===== config.mk =====
export PLATFORM = sky130hd
export DESIGN_NAME = rdt_result_path
export DESIGN_NICKNAME = d
export VERILOG_FILES = /design/src/logic/rdt_pkg.sv /design/src/logic/rdt_avg_if.sv /design/src/logic/rdt_result_path.sv /design/src/logic/rdt_averager.sv
export SDC_FILE = /design/constraint.sdc
export NUM_CORES = 1
export LEC_CHECK = 0
export BUFFER_PORTS_ARGS = -buffer_cell sky130_fd_sc_hd__buf_2
export CAP_MARGIN = 20
export CORE_UTILIZATION = 35
export CTS_CLUSTER_DIAMETER = 80
export DETAILED_ROUTE_END_ITERATION = 7
export MAX_ROUTING_LAYER = met4
export SLEW_MARGIN = 10
export SYNTH_ARGS = -nofsm -noshare
export SYNTH_HDL_FRONTEND = slang
export SYNTH_SLANG_ARGS = --single-unit

===== constraint.sdc =====
create_clock -name pclk -period 3.7 [get_ports pclk]
set_clock_uncertainty 0.15 [all_clocks]
set_input_delay 0.74 -clock pclk [delete_from_list [all_inputs] [get_ports pclk]]
set_output_delay 0.74 -clock pclk [all_outputs]
set_load 0.02 [all_outputs]

===== src/logic/rdt_pkg.sv =====
// Purpose: constants, types and helpers of the remote diode result path
// Assumes: 25 MHz pclk, APB register access, on-chip converter on pclk
// Notes:   register indices are word indices, byte address is index * 4
//
// Functional notes
// sequence base/first, then base/second multiple currents
// high current 96 uA, low 6 uA
// average 16 measurement cycles per result
// results are 10-bit quarter-degree values
// two low bits go to fraction register
// normal range: whole degrees plus quarter bits
// extended range: unsigned offset-64 coding
// separate writable trim per remote channel
// add signed 8-bit trim to each result
// trim LSB weighs half a degree
// software writes summed corrections as one trim
// value and fraction update together when complete
// fraction bits at 7:6, 5:4, 3:2
// fraction read freezes readings until all read
// config bit 1 selects two's complement storage
package rdt_pkg;

    localparam int APB_AW   = 12;
    localparam int APB_DW   = 32;
    localparam int SAMPLE_W = 12;
    localparam int CODE_W   = 10;
    localparam int N_AVG    = 16;

    // timing: each excitation phase
    localparam int CLK_MHZ   = 25;
    localparam int PHASE_US  = 100;
    localparam int PHASE_CYC = PHASE_US * CLK_MHZ;
    localparam int PCNT_W    = 12;

    // excitation currents and select codes
    localparam int         CUR_LOW_UA  = 6;
    localparam int         CUR_HIGH_UA = 96;
    localparam logic [1:0] EXC_OFF     = 2'h0;
    localparam logic [1:0] EXC_BASE    = 2'h1;
    localparam logic [1:0] EXC_MID     = 2'h2;
    localparam logic [1:0] EXC_HIGH    = 2'h3;

    // register indices
    localparam logic [7:0] IDX_TEMP1 = 8'h25;
    localparam logic [7:0] IDX_TEMP2 = 8'h27;
    localparam logic [7:0] IDX_TRIM1 = 8'h70;
    localparam logic [7:0] IDX_TRIM2 = 8'h72;
    localparam logic [7:0] IDX_FRAC  = 8'h77;
    localparam logic [7:0] IDX_CFG   = 8'h7C;
    localparam logic [7:0] IDX_CTRL  = 8'h7E;

    // field positions
    localparam int CFG_TWOS_BIT    = 1;
    localparam int CTRL_EN_BIT     = 0;
    localparam int CTRL_FREEZE_BIT = 1;
    localparam int CTRL_BUSY_BIT   = 2;
    localparam int CTRL_CH_BIT     = 3;
    localparam int FRAC_R2_LSB     = 6;
    localparam int FRAC_LOC_LSB    = 4;
    localparam int FRAC_R1_LSB     = 2;

    // reset values
    localparam logic [7:0]        RST_TRIM = 8'h00;
    localparam logic [7:0]        RST_CFG  = 8'h00;
    localparam logic [7:0]        RST_CTRL = 8'h00;
    localparam logic [CODE_W-1:0] RST_CODE = 10'h000;

    // code limits in quarter degrees
    localparam logic signed [13:0] EXT_BIAS = 14'sh0100;
    localparam logic signed [13:0] TWOS_LO  = 14'sh3E00;
    localparam logic signed [13:0] TWOS_HI  = 14'sh01FF;
    localparam logic signed [13:0] EXT_HI   = 14'sh03FF;

    typedef enum logic [5:0] {
        S_IDLE  = 6'h01,
        S_BASE1 = 6'h02,
        S_MULT1 = 6'h04,
        S_BASE2 = 6'h08,
        S_MULT2 = 6'h10,
        S_CONV  = 6'h20
    } rdt_state_t;

    function automatic logic rdt_mapped(input logic [7:0] idx);
        rdt_mapped = (idx == IDX_TEMP1) || (idx == IDX_TEMP2) || (idx == IDX_TRIM1) ||
                     (idx == IDX_TRIM2) || (idx == IDX_FRAC)  || (idx == IDX_CFG)   ||
                     (idx == IDX_CTRL);
    endfunction : rdt_mapped

    // trim add, range coding and saturation
    function automatic logic [CODE_W-1:0] rdt_fmt(input logic signed [SAMPLE_W-1:0] avg,
                                                  input logic [7:0]                 trim,
                                                  input logic                       twos);
        logic signed [13:0] v;
        v = 14'(avg) + 14'($signed({trim, 1'b0}));
        if (!twos)
            v = v + EXT_BIAS;
        if (twos)
        begin
            if (v < TWOS_LO)
                rdt_fmt = 10'h200;
            else if (v > TWOS_HI)
                rdt_fmt = 10'h1FF;
            else
                rdt_fmt = v[CODE_W-1:0];
        end
        else if (v < 14'sh0000)
            rdt_fmt = 10'h000;
        else if (v > EXT_HI)
            rdt_fmt = 10'h3FF;
        else
            rdt_fmt = v[CODE_W-1:0];
    endfunction : rdt_fmt

endpackage : rdt_pkg


===== src/logic/rdt_avg_if.sv =====
// Purpose: link between sequencer and averager
// Assumes: both ends on pclk
// Notes:   result_valid is a one-cycle pulse
`timescale 1ns/1ps
interface rdt_avg_if;
    import rdt_pkg::*;
    logic signed [SAMPLE_W-1:0] sample;
    logic                       sample_valid;
    logic                       clear;
    logic signed [SAMPLE_W-1:0] result;
    logic                       result_valid;
    modport avg (input sample, sample_valid, clear, output result, result_valid);
    modport seq (output sample, sample_valid, clear, input result, result_valid);
endinterface : rdt_avg_if


===== src/logic/rdt_result_path.sv =====
// Purpose: remote diode excitation sequence, averaging, coding and registers
// Assumes: converter returns one signed quarter-degree sample per request
// Notes:   APB slave, one wait-free access cycle, pslverr on unmapped words
//
// The APB interface to the registers was chosen for this implementation.
`timescale 1ns/1ps
module rdt_result_path
#(parameter int PHASE_CYC_P = rdt_pkg::PHASE_CYC)
(
    input  wire logic                         pclk,
    input  wire logic                         presetn,
    input  wire logic                         psel,
    input  wire logic                         penable,
    input  wire logic                         pwrite,
    input  wire logic [rdt_pkg::APB_AW-1:0]   paddr,
    input  wire logic [rdt_pkg::APB_DW-1:0]   pwdata,
    output logic      [rdt_pkg::APB_DW-1:0]   prdata,
    output logic                              pready,
    output logic                              pslverr,
    output logic      [1:0]                   exc_sel,
    output logic                              exc_channel,
    output logic                              adc_start,
    input  wire logic                         adc_valid,
    input  wire logic [rdt_pkg::SAMPLE_W-1:0] adc_sample
);
    import rdt_pkg::*;

    rdt_avg_if av ();
    rdt_averager #(.N_AVG_P(N_AVG)) u_avg (
        .pclk    (pclk),
        .presetn (presetn),
        .av      (av)
    );

    rdt_state_t          st;
    logic [PCNT_W-1:0]   phase_cnt;
    logic [3:0]          meas_cnt;
    logic                res_ch;
    logic [7:0]          trim1;
    logic [7:0]          trim2;
    logic [7:0]          cfg;
    logic [7:0]          ctrl;
    logic [CODE_W-1:0]   vis1;
    logic [CODE_W-1:0]   vis2;
    logic [CODE_W-1:0]   shadow1;
    logic [CODE_W-1:0]   shadow2;
    logic                pend1;
    logic                pend2;
    logic                freeze;
    logic                seen1;
    logic                seen2;
    logic [CODE_W-1:0]   fmt_code;
    logic [APB_DW-1:0]   rd_val;
    logic [7:0]          idx;
    logic                word_ok;
    logic                acc;
    logic                wr_acc;
    logic                rd_frac;
    logic                rd_t1;
    logic                rd_t2;
    logic                enable;
    logic                phase_end;
    logic                res1;
    logic                res2;
    logic                wr1;
    logic                wr2;

    assign idx       = paddr[9:2];
    assign word_ok   = (paddr[1:0] == 2'h0) && (paddr[11:10] == 2'h0);
    assign acc       = psel && penable && pready;
    assign wr_acc    = acc && pwrite && !pslverr;
    assign rd_frac   = acc && !pwrite && (idx == IDX_FRAC);
    assign rd_t1     = acc && !pwrite && (idx == IDX_TEMP1);
    assign rd_t2     = acc && !pwrite && (idx == IDX_TEMP2);
    assign enable    = ctrl[CTRL_EN_BIT];
    assign phase_end = (phase_cnt == PCNT_W'(PHASE_CYC_P - 1));

    // trim and range coding
    assign fmt_code = rdt_fmt(av.result, res_ch ? trim2 : trim1, cfg[CFG_TWOS_BIT]);

    assign res1 = av.result_valid && !res_ch;
    assign res2 = av.result_valid && res_ch;
    assign wr1  = res1 ? !freeze : (pend1 && !freeze);
    assign wr2  = res2 ? !freeze : (pend2 && !freeze);

    // excitation sequence state
    always_ff @(posedge pclk or negedge presetn)
    begin
        if (!presetn)
        begin
            st        <= S_IDLE;
            phase_cnt <= '0;
        end
        else
        begin
            case (st)
                S_IDLE:
                begin
                    phase_cnt <= '0;
                    if (enable)
                        st <= S_BASE1;
                end
                // base then first multiple
                S_BASE1, S_MULT1, S_BASE2, S_MULT2:
                begin
                    phase_cnt <= phase_end ? '0 : phase_cnt + PCNT_W'(1);
                    if (!enable)
                        st <= S_IDLE;
                    else if (phase_end)
                        st <= (st == S_BASE1) ? S_MULT1 :
                              (st == S_MULT1) ? S_BASE2 :
                              (st == S_BASE2) ? S_MULT2 : S_CONV;
                end
                S_CONV:
                begin
                    if (adc_valid)
                        st <= enable ? S_BASE1 : S_IDLE;
                end
                default:
                    st <= S_IDLE;
            endcase
        end
    end

    // current select per phase
    always_ff @(posedge pclk or negedge presetn)
    begin
        if (!presetn)
        begin
            exc_sel   <= EXC_OFF;
            adc_start <= 1'b0;
        end
        else
        begin
            case (st)
                S_BASE1, S_BASE2: exc_sel <= EXC_BASE;
                S_MULT1:          exc_sel <= EXC_MID;
                S_MULT2:          exc_sel <= EXC_HIGH;
                default:          exc_sel <= EXC_OFF;
            endcase
            adc_start <= (st == S_MULT2) && phase_end && enable;
        end
    end

    // sample dispatch and channel turn
    always_ff @(posedge pclk or negedge presetn)
    begin
        if (!presetn)
        begin
            meas_cnt        <= '0;
            exc_channel     <= 1'b0;
            res_ch          <= 1'b0;
            av.sample       <= '0;
            av.sample_valid <= 1'b0;
            av.clear        <= 1'b0;
        end
        else
        begin
            av.sample_valid <= 1'b0;
            av.clear        <= 1'b0;
            if (st == S_IDLE)
            begin
                meas_cnt     <= '0;
                av.clear     <= 1'b1;
            end
            else if ((st == S_CONV) && adc_valid)
            begin
                av.sample       <= adc_sample;
                av.sample_valid <= 1'b1;
                if (meas_cnt == 4'(N_AVG - 1))
                begin
                    meas_cnt    <= '0;
                    res_ch      <= exc_channel;
                    exc_channel <= !exc_channel;
                end
                else
                    meas_cnt <= meas_cnt + 4'h1;
            end
        end
    end

    // whole result commit
    always_ff @(posedge pclk or negedge presetn)
    begin
        if (!presetn)
        begin
            vis1    <= RST_CODE;
            vis2    <= RST_CODE;
            shadow1 <= RST_CODE;
            shadow2 <= RST_CODE;
            pend1   <= 1'b0;
            pend2   <= 1'b0;
        end
        else
        begin
            if (res1)
                shadow1 <= fmt_code;
            if (res2)
                shadow2 <= fmt_code;
            if (wr1)
                vis1 <= res1 ? fmt_code : shadow1;
            if (wr2)
                vis2 <= res2 ? fmt_code : shadow2;
            // new result wins over release
            pend1 <= res1 ? freeze : (pend1 && freeze);
            pend2 <= res2 ? freeze : (pend2 && freeze);
        end
    end

    // freeze on fraction read
    always_ff @(posedge pclk or negedge presetn)
    begin
        if (!presetn)
        begin
            freeze <= 1'b0;
            seen1  <= 1'b0;
            seen2  <= 1'b0;
        end
        else if (rd_frac)
        begin
            freeze <= 1'b1;
            seen1  <= 1'b0;
            seen2  <= 1'b0;
        end
        else
        begin
            if (rd_t1)
                seen1 <= 1'b1;
            if (rd_t2)
                seen2 <= 1'b1;
            if ((seen1 || rd_t1) && (seen2 || rd_t2))
                freeze <= 1'b0;
        end
    end

    // writable registers
    always_ff @(posedge pclk or negedge presetn)
    begin
        if (!presetn)
        begin
            trim1 <= RST_TRIM;
            trim2 <= RST_TRIM;
            cfg   <= RST_CFG;
            ctrl  <= RST_CTRL;
        end
        else if (wr_acc)
        begin
            case (idx)
                IDX_TRIM1: trim1 <= pwdata[7:0];
                IDX_TRIM2: trim2 <= pwdata[7:0];
                IDX_CFG:   cfg   <= pwdata[7:0];
                IDX_CTRL:  ctrl  <= {7'h00, pwdata[CTRL_EN_BIT]};
                default:   ;
            endcase
        end
    end

    // read layout
    always_comb
    begin
        rd_val = '0;
        case (idx)
            IDX_TEMP1: rd_val[7:0] = vis1[CODE_W-1:2];
            IDX_TEMP2: rd_val[7:0] = vis2[CODE_W-1:2];
            IDX_TRIM1: rd_val[7:0] = trim1;
            IDX_TRIM2: rd_val[7:0] = trim2;
            IDX_FRAC:
            begin
                rd_val[FRAC_R2_LSB +: 2]  = vis2[1:0];
                rd_val[FRAC_LOC_LSB +: 2] = 2'h0;
                rd_val[FRAC_R1_LSB +: 2]  = vis1[1:0];
            end
            IDX_CFG:   rd_val[7:0] = cfg;
            IDX_CTRL:
            begin
                rd_val[CTRL_EN_BIT]     = ctrl[CTRL_EN_BIT];
                rd_val[CTRL_FREEZE_BIT] = freeze;
                rd_val[CTRL_BUSY_BIT]   = (st != S_IDLE);
                rd_val[CTRL_CH_BIT]     = exc_channel;
            end
            default:   rd_val = '0;
        endcase
    end

    // apb answer, one access cycle
    always_ff @(posedge pclk or negedge presetn)
    begin
        if (!presetn)
        begin
            prdata  <= '0;
            pready  <= 1'b0;
            pslverr <= 1'b0;
        end
        else if (psel && !penable)
        begin
            prdata  <= (word_ok && !pwrite) ? rd_val : '0;
            pready  <= 1'b1;
            pslverr <= !(word_ok && rdt_mapped(idx));
        end
        else
        begin
            pready  <= 1'b0;
            pslverr <= 1'b0;
        end
    end

    // helper: samples seen since last result
    logic [4:0] samp_seen;
    always_ff @(posedge pclk or negedge presetn)
    begin
        if (!presetn)
            samp_seen <= '0;
        else if (av.clear || av.result_valid)
            samp_seen <= '0;
        else if (av.sample_valid)
            samp_seen <= samp_seen + 5'h01;
    end
endmodule : rdt_result_path


===== src/logic/rdt_averager.sv =====
// Purpose: boxcar average over a fixed number of samples
// Assumes: n_avg is a power of two
// Notes:   result is the arithmetic-shifted sum
`timescale 1ns/1ps
module rdt_averager
    import rdt_pkg::*;
#(
    parameter int N_AVG_P = N_AVG
)
(
    input wire logic pclk,
    input wire logic presetn,
    rdt_avg_if.avg   av
);
    localparam int SH = $clog2(N_AVG_P);

    logic signed [SAMPLE_W+SH-1:0] acc;
    logic signed [SAMPLE_W+SH-1:0] next_acc;
    logic        [SH-1:0]          cnt;

    assign next_acc = acc + (SAMPLE_W+SH)'(av.sample);

    // sixteen sample average
    always_ff @(posedge pclk or negedge presetn)
    begin
        if (!presetn)
        begin
            acc             <= '0;
            cnt             <= '0;
            av.result       <= '0;
            av.result_valid <= 1'b0;
        end
        else
        begin
            av.result_valid <= 1'b0;
            if (av.clear)
            begin
                acc <= '0;
                cnt <= '0;
            end
            else if (av.sample_valid)
            begin
                if (cnt == SH'(N_AVG_P - 1))
                begin
                    av.result       <= SAMPLE_W'(next_acc >>> SH);
                    av.result_valid <= 1'b1;
                    acc             <= '0;
                    cnt             <= '0;
                end
                else
                begin
                    acc <= next_acc;
                    cnt <= cnt + SH'(1);
                end
            end
        end
    end

endmodule : rdt_averager


* Yosys cells after proc, flatten, opt, wreduce, memory -nomap -nowiden
Index checks and enable logic that the tools add are counted.
** Word-level totals
- Flip-flop bits (word level) :: 178
- Input bits :: 62
- Output and inout port bits :: 38
- Logic and storage cells :: 169
** Cells by class
- Add/sub/neg operators :: 6
- Order comparisons :: 4
- Eq/ne operators :: 20
- Muxes and demuxes :: 52
- Bitwise operators :: 2
- Reduce and logical (&&, ||, !) cells :: 55
** Operators with widths (number)
- 10-bit two-way mux :: 7
- 16-bit two-way mux :: 3
- 6-bit two-way mux :: 7
- 8-bit by 7-bit equality test with 1-bit output (second input constant) :: 5
- 4-bit two-way mux :: 6
- 12-bit one-hot mux with 2 select lines :: 1
- 4-bit one-hot mux with 6 select lines :: 1
- 1-bit logical AND :: 22
- 1-bit two-way mux :: 18
- 6-bit one-hot mux with 3 select lines :: 1
- 16-bit by 12-bit adder with 16-bit output :: 1
- 8-bit by 6-bit equality test with 1-bit output (second input constant) :: 2
- 8-bit two-way mux :: 2
- 13-bit by 10-bit adder with 14-bit output (second input constant) :: 1
- 14-bit by 10-bit greater-than comparator with 1-bit output (second input constant) :: 1
- 14-bit by 11-bit greater-than comparator with 1-bit output (second input constant) :: 1
- 14-bit by 1-bit < comparator with 1-bit output (second input constant) :: 1
- 14-bit by 10-bit < comparator with 1-bit output (second input constant) :: 1
- 14-bit two-way mux :: 1
- 2-bit one-hot mux with 7 select lines :: 1
- 12-bit by 9-bit adder with 13-bit output :: 1
- 12-bit by 1-bit adder with 12-bit output (second input constant) :: 1
- 12-bit equality test (second input constant) :: 1
- 12-bit two-way mux :: 1
- 23 further kinds :: 52

* Depth between registers and ports, before layout
Gate-level depths: netlist (run 1).
- Depth after elaboration :: 10
- Mapped depth :: 17
- Gate-level depth less buffers :: 16

* By module
A second synthesis (run 1) with hierarchy kept.
** Unflattened totals
- Cell total of the unflattened synthesis :: 870
- Area total of the unflattened synthesis :: 8545.7 µm²
** Modules (own cells, without submodules)
- rdt_result_path :: instances 1, cells an instance 691, area an instance 6617.6 µm², sequential area each 3029.2 µm²
- rdt_averager :: instances 1, cells an instance 179, area an instance 1928.1 µm², sequential area each 825.8 µm²

* Worst setup path before layout (run 1)
Ideal clock, no wire load.
- Path type :: flip-flop to flip-flop
- Start point :: register res_ch
- End point :: register vis1[8]
- Setup time :: 0.092 ns
- Data arrival time :: 3.396 ns
- Required time :: 3.458 ns
- Setup slack :: 0.062 ns
- Cell stages (with the launch flop) :: 16
- Path buffers :: 1
- Period minus slack after synthesis :: 3.638 ns
- Path through :: dfrtp_1 buf_6 mux2_2 ha_1 inv_1 fa_1 nand2b_1 a21oi_2 o41ai_4 xnor2_2 ha_1 and2b_2 nor3_1 a211o_1 a311o_2 o31ai_2
** Between the ends
- Longest elaborated chain between the ends :: 9
- Elaborated cells between the ends (all ways) :: 17
- Those cells by class :: 2 x add/sub; 4 x order compare; 9 x mux; 2 x reduce/logical
** RTL lines
- start, declared :: RTL line rdt_result_path.sv:38 : logic res_ch;
- start signal, assigned :: RTL line rdt_result_path.sv:173 : res_ch <= exc_channel;
- 8-bit two-way mux :: RTL line rdt_result_path.sv:79 : assign fmt_code = rdt_fmt(av.result, res_ch ? trim2 : trim1, cfg[CFG_TWOS_BIT]);
- 12-bit by 9-bit adder with 13-bit output :: RTL line rdt_pkg.sv:94 : v = 14'(avg) + 14'($signed({trim, 1'b0}));
- 13-bit by 10-bit adder with 14-bit output :: RTL line rdt_pkg.sv:96 : v = v + EXT_BIAS;
- 14-bit two-way mux :: RTL line rdt_pkg.sv:95 : if (!twos)
- 14-bit by 11-bit greater-than comparator with 1-bit output / 14-bit by 10-bit greater-than comparator with 1-bit output (equally long branches) :: RTL line rdt_pkg.sv:108, rdt_pkg.sv:101
- 10-bit two-way mux, on equally long branches :: RTL line rdt_pkg.sv:108, rdt_pkg.sv:101
- 10-bit two-way mux, on equally long branches :: RTL line rdt_pkg.sv:106, rdt_pkg.sv:99
- 10-bit two-way mux :: RTL line rdt_pkg.sv:97 : if (twos)
- 10-bit two-way mux
- end signal, assigned :: RTL line rdt_result_path.sv:201 : vis1 <= res1 ? fmt_code : shadow1;
- end, declared :: RTL line rdt_result_path.sv:43 : logic [CODE_W-1:0] vis1;
Parallel ways exist; a longest one is shown, timed or not.
A chain may end at the register's enable or synchronous reset.

* Final worst setup path (run 1)
- Start point :: register res_ch
- End point :: register vis1[2]
Same word-level chain as after synthesis.

==> results.toml, run 1 <==
[sta]
final_period_minus_worst_setup_slack_ns = 3.60
fmaxAchievable_mhz = 277
grt_setup_unrepaired = "true"
timing_hold_violations_final = 0
maxSlewHeadroom = 0.487
setup-violations-final = 0
final_min_period_over_clock_period = 0.974
max_slew.worst_pin.slew_ns = 0.770
maxSlewViolCount = 0

[floorplanning]
ioPinCount = 100
floorplan.initialDensity = 0.358
fp.dieW_um = 158
floorplan.die.height_um = 158
die-area_um2 = 24800
rows = 56
core-area_um2 = 23600

[finish]
n_antenna_cell = 0
syn2layout_area_growth_pct = 18.1
layout.nets = 1009
fraction_of_layout_cells_with_a_size_suffix_above_1 = 0.262
final_core_util = 0.423

[cts]
clock_slew_at_reported_path_ffs_ns = 0.06
clock-sinks = 154
tritoncts = "built"
clockBufferDepth = 2
insertion_delay_ns = 0.43
clk_root_buffer_cell = "sky130_fd_sc_hd__clkbuf_16"
cts_inserted_buffers = 17
cts.htree.levels = 4

[setup_path]
timing.critical_path.from_type = "register"
crit_arrival_ns = 3.76
ff2ff_setup_slack_ns = 0.1
worstSetupEndpointType = "register"
critPathKind = "reg2reg"
cp_max_fo = 6
worst-endpoint-required_ns = 3.86

[job]
max_capacitance_violation_count = 0

[pwr]
p_sw_uw = 875
power_per_cell_area_nw_per_um2 = 362
share_clk_of_total_power = 0.493
comb_power_share = 0.040
p_int_uw = 2750
p_leak_uw = 0.00477
total_power_uw = 3620
max-vdd-ir-drop_mv = 0.267
seqPwrFrac = 0.468
switching_share = 0.242

[yosys]
async_flop_share = 1.00
ys_top_cells_by_area = "sky130_fd_sc_hd__dfrtp_1 45%, sky130_fd_sc_hd__mux2_2 7.7%, sky130_fd_sc_hd__ha_1 4.4%"
synth.top_cell.area_share = 0.452
synth.ff_latch_count = 154
yosysSeqAreaShare = 0.455
synth.cell_area_um2 = 8460
synth_cell_type_count = 78
synth_edf_count = 0
ys.warnings.count = 0
synth_top_cell_by_area = "sky130_fd_sc_hd__dfrtp_1"
ys.flop_type = "sky130_fd_sc_hd__dfrtp_1"
post_synth.cell_area_avg_um2 = 10.1
synthCells = 840

[route]
dr_iter_0_viols = 441
vias = 6453
routed_wire_length_per_instance_um = 15.3
routed.top_layer = "met4"
route.detailed.vias_per_inst = 5.17
post-route-drc-count = 0
amount_of_wire_on_met3_after_detailed_routing_um = 962
wirelength_met1_mm = 9.48
routed_wl_mm = 19.1
firstDrtPassIters = 5
post_drt_antenna_nets = 0
met2RoutedLength_mm = 8.46

[place]
io_buffers = 51
place_hpwl_mm = 13.2
gp_routability_congestion = 0.824

[global_routing]
grt_pass1_wl_mm = 31.1
grt_use_total = 0.165
overflow = 0
vias_in_the_first_global_route = 6031
number_of_antenna_violations_at_the_first_check_in_global_routing = 0
grt_start_max_net_pins = 82

[outcome]
outcome = "complete, no violations"

[worst_hold_path]
hold_class = "in2async"
[through the flow]
step	cell area, um^2	setup slack [ns]	instances	setup TNS [ns]	hold slack, ns
final	9990	0.0960	1247	0	0.221
after global routing	9990	-0.0544	1247	-0.647	0.279
after CTS	9770	0.0111	1242	0	0.259
after global placement	9160	0.0461	1210	0	0.307
after floorplan	8550	0.0624	863	0	0.287
after detailed placement	9160	0.0000158	1210	0	0.312
[cell type report]
| type | count | area [um^2] |
|---|---|---|
| clock inverter | 15 | 175 |
| multi-input combinational | 637 | 4470 |
| inverter | 13 | 48.8 |
| fill | 2323 | 13600 |
| clock buffer | 17 | 425 |
| sequential | 154 | 3850 |
| tap | 319 | 399 |
| timing repair buffer | 92 | 619 |
[path summary, 6_finish.rpt]
check,cells past startpoint,endpoint,from
worst max register to register,16,vis1[2],res_ch
worst max-delay path,16,vis1[2],res_ch
worst min-delay path,1,av.sample[0],presetn
max in group asynchronous,2,u_avg.av.result[4],presetn
worst min register to register,1,phase_cnt[11],phase_cnt[11]
min in group pclk,1,phase_cnt[11],phase_cnt[11]
[synthesized netlist by cell type (10+ instances only)]
cell type                  number
sky130_fd_sc_hd__dfrtp_1      153
sky130_fd_sc_hd__nor3_1        16
sky130_fd_sc_hd__nand2_1      100
sky130_fd_sc_hd__xnor2_1       16
sky130_fd_sc_hd__inv_1         12
sky130_fd_sc_hd__ha_1          30
sky130_fd_sc_hd__nand3_1       24
sky130_fd_sc_hd__a21oi_1       25
sky130_fd_sc_hd__a22o_1        23
sky130_fd_sc_hd__a31oi_1       30
sky130_fd_sc_hd__nor2_1        69
sky130_fd_sc_hd__buf_4         25
sky130_fd_sc_hd__mux2_2        58
sky130_fd_sc_hd__o21ai_1       11
sky130_fd_sc_hd__clkbuf_1      28
sky130_fd_sc_hd__o21ai_0       43
sky130_fd_sc_hd__nand2b_1      10
sky130_fd_sc_hd__nor2b_1       11
[cell families after synthesis]
family	share of synthesized area
simple gates	0.156
compound gates	0.178
flops	0.456
buf+inv	0.0476
mux	0.0831
fa+ha+maj	0.0491
xor+xnor	0.0305
other cells	0.000443
[cell usage in the layout, fill, tap and decap left out, types with 24 or more instances in the layout]
master and instances:
sky130_fd_sc_hd__dfrtp_1 153, sky130_fd_sc_hd__nand2_1 99, sky130_fd_sc_hd__nor2_1 68, sky130_fd_sc_hd__mux2_2 57, sky130_fd_sc_hd__buf_2 50, sky130_fd_sc_hd__o21ai_0 42, sky130_fd_sc_hd__buf_4 36, sky130_fd_sc_hd__a31oi_1 30
sky130_fd_sc_hd__a21oi_1 25, sky130_fd_sc_hd__nand3_1 24, sky130_fd_sc_hd__conb_1 24
[critical path, stage by stage, from the launching register on]
cell                        delay (ns)
sky130_fd_sc_hd__dfrtp_1          0.42
sky130_fd_sc_hd__buf_6            0.16
sky130_fd_sc_hd__mux2i_4          0.27
sky130_fd_sc_hd__inv_1            0.10
sky130_fd_sc_hd__ha_4             0.23
sky130_fd_sc_hd__a211oi_2         0.31
sky130_fd_sc_hd__o21ai_2          0.11
sky130_fd_sc_hd__a21oi_2          0.21
sky130_fd_sc_hd__xnor2_2          0.14
sky130_fd_sc_hd__ha_2             0.22
sky130_fd_sc_hd__and2b_2          0.17
sky130_fd_sc_hd__nand4_1          0.11
sky130_fd_sc_hd__a22oi_2          0.22
sky130_fd_sc_hd__buf_6            0.14
sky130_fd_sc_hd__clkbuf_16        0.14
sky130_fd_sc_hd__a31oi_2          0.09
sky130_fd_sc_hd__mux2_2           0.28
[per-layer routing]
metal  global-route usage  vias to the layer above
li1                     -                     3149
met1                0.233                     3117
met2                0.240                      166
met3               0.0314                       21
met4               0.0490                        0
met5                    -                        -
[registers in the layout, indices dropped and copies added (netlist names), 10 cells and up]
register         flops
shadow1             10
vis2                10
u_avg.av.result     12
phase_cnt           12
shadow2             10
u_avg.acc           16
av.sample           12
vis1                10
[power groups by stage]
stage / registers (uW) / clock network [uW] / logic (uW)
finish: 1690 / 1780 / 144
global route: 1690 / 1890 / 163
floorplan: 1720 / 0 / 84.3
global placement: 1730 / 0 / 144
detailed placement: 1720 / 0 / 145
CTS: 1690 / 1820 / 145
[repair_timing]
| item | 4_1_cts | 5_1_grt |
|---|---|---|
| hold buffers | 0 | 0 |
| endpoints found under the setup margin | 2 | 26 |
| pin swaps | 1 | 16 |
| setup buffers | 0 | 4 |
| gates cloned | 0 | 1 |
| gates resized for setup | 1 | 28 |
Power figures use the tool's default switching activity.
==> inputs of run 2 (changes only) <==
--- a/config.mk
+++ b/config.mk
@@ -11,6 +11,7 @@
 export CTS_CLUSTER_DIAMETER = 80
 export DETAILED_ROUTE_END_ITERATION = 7
 export MAX_ROUTING_LAYER = met4
+export RECOVER_POWER = 100
 export SLEW_MARGIN = 10
 export SYNTH_ARGS = -nofsm -noshare
 export SYNTH_HDL_FRONTEND = slang
==> run 2 against run 1 <==
The flow now finishes with violations (max-capacitance violations, max-slew violations). Sequential power about the same. Routed wire length about the same. Die area unchanged. Core utilization down 0.31 points. Worst hold slack better by 0.098 ns. Final area down 0.73%. Via count about the same. First-iteration DRC count down 2.9%. Combinational power down 3%. Clock-buffer cell count unchanged. Critical endpoint unchanged.
==> results.toml, run 2 (same netlist as run 1, synthesis figures left out) <==
[sta]
fmaxAchievable_mhz = 278
timing_hold_violations_final = 0
maxSlewViolCount = 82
setup-violations-final = 0
postLayoutSetupSlackWorst_ns = 0.104
final_min_period_over_clock_period = 0.972
max_slew.worst_pin.slew_ns = 2.04
grt_setup_unrepaired = "true"
final_period_minus_worst_setup_slack_ns = 3.60
maxSlewHeadroom = -0.357

[setup_path]
worstSetupEndpointType = "register"
worst_path_dominant_cell_family = "compound AO/OA/AOI/OAI gates"
cp_max_fo = 6
timing.critical_path.from_type = "register"
rr_startpoint = "res_ch"
ff2ff_setup_slack_ns = 0.10
crit_arrival_ns = 3.76
reg2reg_depth = 16
crit_buf_inv = 4
crit_slowest_cell = "sky130_fd_sc_hd__dfrtp_1"
crit_top_cell = "sky130_fd_sc_hd__buf_6"
critPathKind = "reg2reg"
worst_r2r_endpoint = "vis1[2]"
worst-endpoint-required_ns = 3.86
crit_path_cell_trace = "buf_6 > mux2i_4 > inv_1 > ha_4 > a211oi_2 > o21ai_2 > a21oi_2 > xnor2_2 > ha_2 > and2b_2 > nand4_1 > a22oi_2 > buf_6 > clkbuf_16 > a31oi_2 > mux2_2"
crit_path_max_incr_delay_ns = 0.42

[cts]
clockBufferDepth = 2
clk_root_buffer_cell = "sky130_fd_sc_hd__clkbuf_16"
clock-sinks = 154
cts_inserted_buffers = 17
cts.htree.levels = 4
insertion_delay_ns = 0.43
clock_slew_at_reported_path_ffs_ns = 0.07
tritoncts = "built"

[floorplanning]
ioPinCount = 100
die-area_um2 = 24800
fp.dieW_um = 158
core-area_um2 = 23600
rows = 56
floorplan.initialDensity = 0.358
floorplan.die.height_um = 158

[place]
placement_stage_worst_setup_slack_ns = 0.0000158
place_hpwl_mm = 13.2
place.detailed.instances = 1210
gp_routability_congestion = 0.824
postPlaceCellArea_um2 = 9160
io_buffers = 51

[finish]
stdcell_area_um2 = 9920
layout_commonest_cell = "sky130_fd_sc_hd__dfrtp_1"
n_antenna_cell = 0
largest_register_ffs = 16
syn2layout_area_growth_pct = 17.2
max_flop_register = "u_avg.acc"
fraction_of_layout_cells_with_a_size_suffix_above_1 = 0.238
top_library_cells_by_usage_in_the_layout_fill_and_taps_aside = "153 x sky130_fd_sc_hd__dfrtp_1, 99 x sky130_fd_sc_hd__nand2_1, 68 x sky130_fd_sc_hd__nor2_1"
final-instance-count-excl-fill = 1247
layout.nets = 1009

[route]
post_drt_antenna_nets = 0
firstDrtPassIters = 5
route.detailed.vias_per_inst = 5.18
post-route-drc-count = 0
vias = 6457
routed_wl_mm = 19.1
routed_wire_length_per_instance_um = 15.4
dr_iter_0_viols = 428

[worst_hold_path]
hp-start = "phase_cnt[11]"
hold_class = "reg2reg"
worstHoldEndpoint = "phase_cnt[11]"
whs_path_depth = 1

[outcome]
failed_checks = "max-capacitance violations, max-slew violations"
outcome = "complete, but fails checks"

[global_routing]
grt_start_max_net_pins = 82
overflow = 0
grt_use_total = 0.165
grt_pass1_wl_mm = 31.1
vias_in_the_first_global_route = 6031
number_of_antenna_violations_at_the_first_check_in_global_routing = 0

[pwr]
p_leak_uw = 0.00468
power_per_cell_area_nw_per_um2 = 364
max-vdd-ir-drop_mv = 0.267

[job]
max_capacitance_violation_count = 1
## run 2: changes by cell type in the layout (fill, tap and decap cells not counted)
cell	change
sky130_fd_sc_hd__a311oi_2	-1
sky130_fd_sc_hd__clkbuf_1	+20
sky130_fd_sc_hd__nor3_2	-1
sky130_fd_sc_hd__a311oi_1	+1
sky130_fd_sc_hd__buf_12	-1
sky130_fd_sc_hd__clkbuf_2	+2
sky130_fd_sc_hd__buf_4	-6
sky130_fd_sc_hd__nor3_1	+1
sky130_fd_sc_hd__buf_2	-14
sky130_fd_sc_hd__buf_6	-1
## run 2: layout make-up
type | count | area (um^2)
clock buffers | 17 | 425
well taps | 319 | 399
fillers | 2348 | 13700
flip-flops and latches | 154 | 3850
clock inverters | 15 | 175
repair buffers | 92 | 558
inverters | 13 | 48.8
multi-input cells | 637 | 4460
## run 2: how the worst max path moves through the flow
stage,start,to,slack (ns),cells after the start
3_3_place_gp,res_ch,vis2[8],0.05,11
6_report,res_ch,vis1[2],0.10,16
2_1_floorplan,res_ch,vis1[8],0.06,15
3_5_place_dp,res_ch,vis1[8],0.00002,13
4_1_cts,res_ch,vis1[8],0.01,11
5_1_grt,res_ch,vis2[4],-0.05,16
## run 2: timing repair
action                                  4_1_cts  5_1_grt
hold buffers                                  0        0
gates cloned                                  0        1
setup buffers                                 0        4
gates resized for setup                       1       28
endpoints found under the setup margin        2       26
pin swaps                                     1       16
## run 2: metrics by stage
step	setup TNS [ns]	util	power [uW]	hold slack (ns)
finish	0	0.420	3620	0.319
global route	-0.647	0.420	3740	0.348
CTS	0	0.414	3660	0.259
detailed placement	0	0.388	1870	0.312
global placement	0	0.388	1870	0.307
floorplan	0	-	1810	0.287
## run 2: power by group
group / switching, uW / total [uW] / internal, uW
clock network: 764 / 1780 / 1020
logic: 104 / 139 / 35.2
registers: 5.76 / 1690 / 1690
total: 874 / 3620 / 2740
## run 2: per-layer routing
metal,global-route usage,vias to the layer above,routed length (um)
met4,0.0490,0,238
met3,0.0314,19,963
met2,0.240,172,8540
met5,-,-,0
met1,0.233,3108,9400
li1,-,3158,-
